**src/hdl/adc_out_pkg.sv**
```systemverilog
// Constants shared by the converter sample output block
package adc_out_pkg;

  // ----------------------------------------------------------------------
  // Word layout
  // ----------------------------------------------------------------------
  localparam int unsigned WORD_W   = 15;
  localparam int unsigned MSB_POS  = 14;
  localparam int unsigned LSB_POS  = 0;
  localparam int unsigned LEVEL_W  = 16;
  localparam int unsigned DIFF_W   = LEVEL_W + 1;

  // ----------------------------------------------------------------------
  // Two's-complement full scale, expressed at the difference width and at the word width
  // ----------------------------------------------------------------------
  localparam logic signed [DIFF_W-1:0] CODE_MAX = 17'sh03fff;
  localparam logic signed [DIFF_W-1:0] CODE_MIN = -17'sh04000;
  localparam logic [WORD_W-1:0]        SAT_POS  = 15'h3fff;
  localparam logic [WORD_W-1:0]        SAT_NEG  = 15'h4000;

  // ----------------------------------------------------------------------
  // Pipeline and reset values
  // ----------------------------------------------------------------------
  localparam int unsigned LATENCY   = 3;
  localparam logic [1:0]  FILL_DONE = 2'h3;
  localparam logic [1:0]  FILL_RST  = 2'h0;
  localparam logic [WORD_W-1:0] WORD_RST = 15'h0000;
  localparam logic        FLAG_RST  = 1'b0;

endpackage : adc_out_pkg

```
**src/hdl/adc_parallel_sample_output.sv**
```systemverilog
// Sample capture, latency pipeline and parallel output of the converter
//
// Summary of operation
// - One sample is captured on every rising edge of the differential clock.
// - Each result leaves as a 15-bit two's-complement word.
// - Output bit 0 is the LSB, output bit 14 the MSB.
// - Overrange flag is high when input leaves full scale, else low.
// - Valid strobe rises after the clock falling edge, usable as a clock.
// - Word is valid at strobe rise, three clock cycles after sampling.
// - Overrange flag is timed exactly like the sample word it qualifies.
module adc_parallel_sample_output (
  input  wire logic                                 ref_clk,
  input  wire logic                                 sys_rst,
  input  wire logic                                 clk_en,
  input  wire logic                                 conv_clock_pos,
  input  wire logic                                 conv_clock_neg,
  input  wire logic [adc_out_pkg::LEVEL_W-1:0]      analog_in_pos,
  input  wire logic [adc_out_pkg::LEVEL_W-1:0]      analog_in_neg,
  output logic      [adc_out_pkg::WORD_W-1:0]       sample_word,
  output logic                                      overrange_flag,
  output logic                                      sample_valid_strobe
);

  // ----------------------------------------------------------------------
  // Converter clock synchroniser and edge detect
  // ----------------------------------------------------------------------
  logic pos_meta;
  logic pos_sync;
  logic neg_meta;
  logic neg_sync;
  logic level_prev;

  // Differential level: high only while the positive leg leads. Only the
  // second flop of each leg is read, the first may still be settling.
  wire clk_level = pos_sync & ~neg_sync;
  wire rise_evt  = clk_en & clk_level & ~level_prev;
  wire fall_evt  = clk_en & ~clk_level & level_prev;

  always_ff @(posedge ref_clk) begin
    if (sys_rst) begin
      pos_meta   <= 1'b0;
      pos_sync   <= 1'b0;
      neg_meta   <= 1'b0;
      neg_sync   <= 1'b0;
      level_prev <= 1'b0;
    end else if (clk_en) begin
      pos_meta   <= conv_clock_pos;
      pos_sync   <= pos_meta;
      neg_meta   <= conv_clock_neg;
      neg_sync   <= neg_meta;
      level_prev <= clk_level;
    end
  end

  // ----------------------------------------------------------------------
  // Quantised difference, saturation and overrange
  // ----------------------------------------------------------------------
  wire logic signed [adc_out_pkg::DIFF_W-1:0] diff =
    $signed({1'b0, analog_in_pos}) - $signed({1'b0, analog_in_neg});
  wire over_hi = diff > adc_out_pkg::CODE_MAX;
  wire over_lo = diff < adc_out_pkg::CODE_MIN;
  wire over_in = over_hi | over_lo;
  // Clip to full scale so an overrange sample never wraps its sign
  wire logic [adc_out_pkg::WORD_W-1:0] sat_code =
    over_hi ? adc_out_pkg::SAT_POS :
    over_lo ? adc_out_pkg::SAT_NEG :
              diff[adc_out_pkg::WORD_W-1:0];

  // ----------------------------------------------------------------------
  // Latency pipeline, word and flag travel side by side
  // ----------------------------------------------------------------------
  logic [adc_out_pkg::WORD_W-1:0] pipe_code [adc_out_pkg::LATENCY];
  logic                           pipe_ovr  [adc_out_pkg::LATENCY];
  logic [1:0]                     fill;

  always_ff @(posedge ref_clk) begin
    if (sys_rst) begin
      pipe_code[0] <= adc_out_pkg::WORD_RST;
      pipe_ovr[0]  <= adc_out_pkg::FLAG_RST;
    end else if (rise_evt) begin
      pipe_code[0] <= sat_code;
      pipe_ovr[0]  <= over_in;
    end
  end

  genvar g;
  generate
    for (g = 1; g < adc_out_pkg::LATENCY; g++) begin : g_stage
      always_ff @(posedge ref_clk) begin
        if (sys_rst) begin
          pipe_code[g] <= adc_out_pkg::WORD_RST;
          pipe_ovr[g]  <= adc_out_pkg::FLAG_RST;
        end else if (rise_evt) begin
          pipe_code[g] <= pipe_code[g-1];
          pipe_ovr[g]  <= pipe_ovr[g-1];
        end
      end
    end
  endgenerate

  // Counts rising edges until the pipeline holds a real sample
  wire filled = fill == adc_out_pkg::FILL_DONE;

  always_ff @(posedge ref_clk) begin
    if (sys_rst) begin
      fill <= adc_out_pkg::FILL_RST;
    end else if (rise_evt && !filled) begin
      fill <= fill + 2'h1;
    end
  end

  // The word in front of the first real sample is the reset value, so the
  // strobe waits for the rise that moves a real sample onto the pins
  logic word_live;

  always_ff @(posedge ref_clk) begin
    if (sys_rst) begin
      word_live <= 1'b0;
    end else if (rise_evt && filled) begin
      word_live <= 1'b1;
    end
  end

  // ----------------------------------------------------------------------
  // Output word, flag and strobe
  // ----------------------------------------------------------------------
  // Word and flag change only on a rising edge, strobe rises on the
  // falling edge, so the receiver sees half a period of setup.
  always_ff @(posedge ref_clk) begin
    if (sys_rst) begin
      sample_word    <= adc_out_pkg::WORD_RST;
      overrange_flag <= adc_out_pkg::FLAG_RST;
    end else if (rise_evt) begin
      sample_word    <= pipe_code[adc_out_pkg::LATENCY-1];
      overrange_flag <= pipe_ovr[adc_out_pkg::LATENCY-1];
    end
  end

  // No strobe until a sampled word has reached the pins
  // Falling with the word change keeps one strobe per converter period
  always_ff @(posedge ref_clk) begin
    if (sys_rst) begin
      sample_valid_strobe <= 1'b0;
    end else if (fall_evt && word_live) begin
      sample_valid_strobe <= 1'b1;
    end else if (rise_evt) begin
      sample_valid_strobe <= 1'b0;
    end
  end
endmodule : adc_parallel_sample_output

```
**config.mk**
```make
export PLATFORM = sky130hd
export DESIGN_NAME = adc_parallel_sample_output
export DESIGN_NICKNAME = d
export VERILOG_FILES = /design/src/hdl/adc_out_pkg.sv /design/src/hdl/adc_parallel_sample_output.sv
export SDC_FILE = /design/constraint.sdc
export NUM_CORES = 1
export LEC_CHECK = 0
export BUFFER_PORTS_ARGS = -buffer_cell sky130_fd_sc_hd__buf_2
export CAP_MARGIN = 20
export CORE_MARGIN = 8
export CORE_UTILIZATION = 45
export DETAILED_ROUTE_END_ITERATION = 10
export PLACE_DENSITY_LB_ADDON = 0.25
export SETUP_SLACK_MARGIN = 0.15
export SLEW_MARGIN = 30
export SYNTH_ARGS = -nofsm -noshare
export SYNTH_HDL_FRONTEND = slang
export SYNTH_SLANG_ARGS = --single-unit
```
**constraint.sdc**
```tcl
create_clock -name ref_clk -period 2.95 [get_ports ref_clk]
set_input_delay 0 -clock ref_clk [delete_from_list [all_inputs] [get_ports ref_clk]]
set_output_delay 0 -clock ref_clk [all_outputs]
set_load 0.03 [all_outputs]
```
==> impl_results.md <==
* Critical path cell sequence: buf_2 -> ha_1 -> a2111oi_2 -> o21ai_1 -> o21a_1 -> o211a_1 -> or3_1 -> nand2_1 -> o211ai_1
* Total global-route track usage at 11.9%
* DRC marker count from the first detailed-route iteration at 84
* Post-Synth XOR/XNOR Area at 3.26%
* Die width at 107 um
* Arrival @ worst endpoint at 2260 ps
* IO Count at 54
* Starting utilization of the core area at 46.0%
* Synth Area in Compound Gates at 16.3%
* Post-Route Setup TNS at 0 ps
* Clock Path Buffers at 2
* Slew margin rel. at between 60% and 70%
* Post-CTS Setup Repair Bufs at 0
* Drt wl/cell at 12.1 um
* Slew @ Worst Pin at 594 ps
* Router iterations before antenna repair at 4
* Post-Syn Area at approximately 3800 um2
* Top cell type's share of synthesized area at approximately two fifths
* Final #Nets at ~480
* Commonest non-fill, non-tap cell in the layout: buf_2
* Synth Area in Simple Gates at 16.5%
* Post-route ant nets at 0
* Slew Viols, Final at 0
* Sequential-to-total area share from yosys stat at 51.7%
* Layout cell share with drive strength beyond 1 at 19.3%
* Clock Sinks at 73
* Worst hold path startpoint: clk_en
* CTS buffer count at 9
* RSZ-0062 raised after global routing: false
* Status: complete, no violations
* Synth area leader: edfxtp_1
* Final worst-path cycle share at 74.5%
* Area share of fa/ha/maj cells after synthesis at 6.52%
* Final setup violation count at 0
* VDD IR max at 191 uV
* Die Ht at 107 um
* Crit-path max cell delay at 410 ps
* Area grow syn2layout at 14.2%
* Worst r2r src: neg_sync
* Netlist cell types at 40
* Most frequent cells in the layout: 53 x buf_2, 48 x edfxtp_1, 42 x nand2_1
* Syn nets at 425
* HP Class: in -> reg
* Initial antenna violation count at 0
* N_diodes at 0
* CP Max Fanout at 12
* Ranking of synthesized cells by area: edfxtp_1 38%, dfxtp_1 13%, ha_1 6.0%
* Delay-heaviest family, CP: compound AO/OA/AOI/OAI gates
* Crit Path Category: in -> reg
* Dpl hpwl at 4.86 mm
* Via count at 2663
* Die ar. at 11500 um2
* Achievable Freq at approximately 450 MHz
* Synth Instances at 369
* CTS root buf: clkbuf_8
* Hold endpoint: neg_sync
* Post-synth EDFFs at 48
* Final hold vios at 0
* Combinational family with the most area after synthesis: simple AND/OR/NAND/NOR gates
* Post-route DRC at 0
* R2R Setup Slk at 860 ps
* Vias in the first global route at 2711
* Critical path startpoint category: input pin
* Yosys reg bits at 73
* WL final at 6.41 mm
* Htree depth at 3
* First-pass GRT wire length at 11.5 mm
* Final Skew at roughly 6.2 ps
* FFs w/ async S/R, synth at 0%
* Worst path slowest cell: or3_1
* Via density at 5.03
* Worst Hold Depth at 3
* Clock transition at path regs at 70 ps
* CTS tree: built
* Multiplexer area fraction after synthesis at 1.07%
* Gpl congestion at 0.809
* Final period demand of the worst path at around 2200 ps
* Syn. warnings at 0
* Buf/Inv on CP at 1
* WP data required at 3010 ps
* Static Leak at roughly 1.8 nW
* Overall Power at a little over 2 mW
* Largest net degree at the start of global routing at 31
* Post-Layout Inst Area at 4290 um2
* Clk_lat worst skew at 330 ps
* Post-synth top flop: edfxtp_1
* Congestion Overflow GR at 0
* Crit end category: register
* Cells on worst reg2reg path at 5
* Synth Area per Inst at just over 10 um2
* Max-cap violations at 0
* Port Buffers at 53
* Core area at ~8200 um2
* Post-CTS sizing at 0
* Post-DP Area at 4120 um2
* Pwr dens at 482 nW/um2
* Critical R2R Capture: pipe_code[0][0]
* Site Rows at 33
-- synth_stat cells, types with 5 or more instances --
master	n
a21oi_1	35
nand2_1	42
clkbuf_1	13
dfxtp_1	25
inv_1	20
ha_1	18
buf_2	6
nand3_1	13
nor2_1	18
o211ai_1	29
o21ai_0	5
and2_1	33
edfxtp_1	48
a21o_1	6
xnor2_1	9
xor2_1	5
-- report_power, final --
part	switching (mW)	total, mW	internal, mW	leakage (nW)
Sequential	0.00860	1.13	1.12	0.699
Combinational	0.203	0.327	0.124	1.01
Clock	0.314	0.613	0.299	0.0773
Total	0.526	2.07	1.54	1.78
-- kinds of logic after synthesis --
group | after synthesis
AO/OA/AOI/OAI | 92
XOR/XNOR | 14
adder cells (fa/ha/maj) | 19
buffers and inverters | 42
flip-flops | 73
multiplexers | 4
AND/OR/NAND/NOR | 125
-- sequential cells by signal (all words and copies together) (netlist names) --
register and cells:
fill 2, level_prev 1, neg_meta 1, neg_sync 1, overrange_flag 1, pipe_code 45
pipe_ovr 3, pos_meta 1, pos_sync 1, sample_valid_strobe 1, sample_word 15, word_live 1
-- cell type report --
type                    instances  area (um2)
well taps                     105         131
flip-flops and latches         73        1940
multi-input cells             254        1660
clock inverters                 2        10.0
repair buffers                 62         338
inverters                      20        75.1
fillers                       767        3880
clock buffers                  13         139
-- worst max path at each step --
stage               cells after the start               end             start  slack [ps]
floorplan                               5   pipe_code[0][0]          neg_sync         440
global placement                       11   pipe_code[0][8]  analog_in_pos[0]         490
detailed placement                     11   pipe_code[0][4]  analog_in_pos[0]         380
CTS                                    11  pipe_code[0][10]  analog_in_pos[0]         730
global route                           11   pipe_code[0][4]  analog_in_pos[0]         470
finish                                  9   pipe_code[0][9]  analog_in_pos[9]         750
-- worst min-delay path: stages --
cell and delay, ps:
buf_2 170, mux2i_1 90, nor2_1 70
-- stage by stage --
step / std cells / hold slack, ps / setup WS (ps) / utilization (%)
2_1_floorplan: 369 / 147 / 440 / -
3_3_place_gp: 512 / 245 / 491 / 50.4
3_5_place_dp: 512 / 254 / 383 / 50.4
4_1_cts: 529 / 20.5 / 731 / 52.5
5_1_grt: 529 / 55.4 / 475 / 52.5
6_report: 529 / 44.3 / 751 / 52.5
-- per-layer routing --
metal	up-vias	GRT usage, %	share of wire, %
met5	-	0	0
met4	0	7.73	3.0
met3	13	2.16	4.3
met2	67	19.9	46
met1	1174	13.6	46
li1	1409	-	-
-- repair_timing --
item / CTS / global route
hold endpoints to repair: 2 / 0
hold buffers: 2 / 0
setup endpoints to repair: 0 / 0
Note: power is estimated with default switching activity, not from simulation.
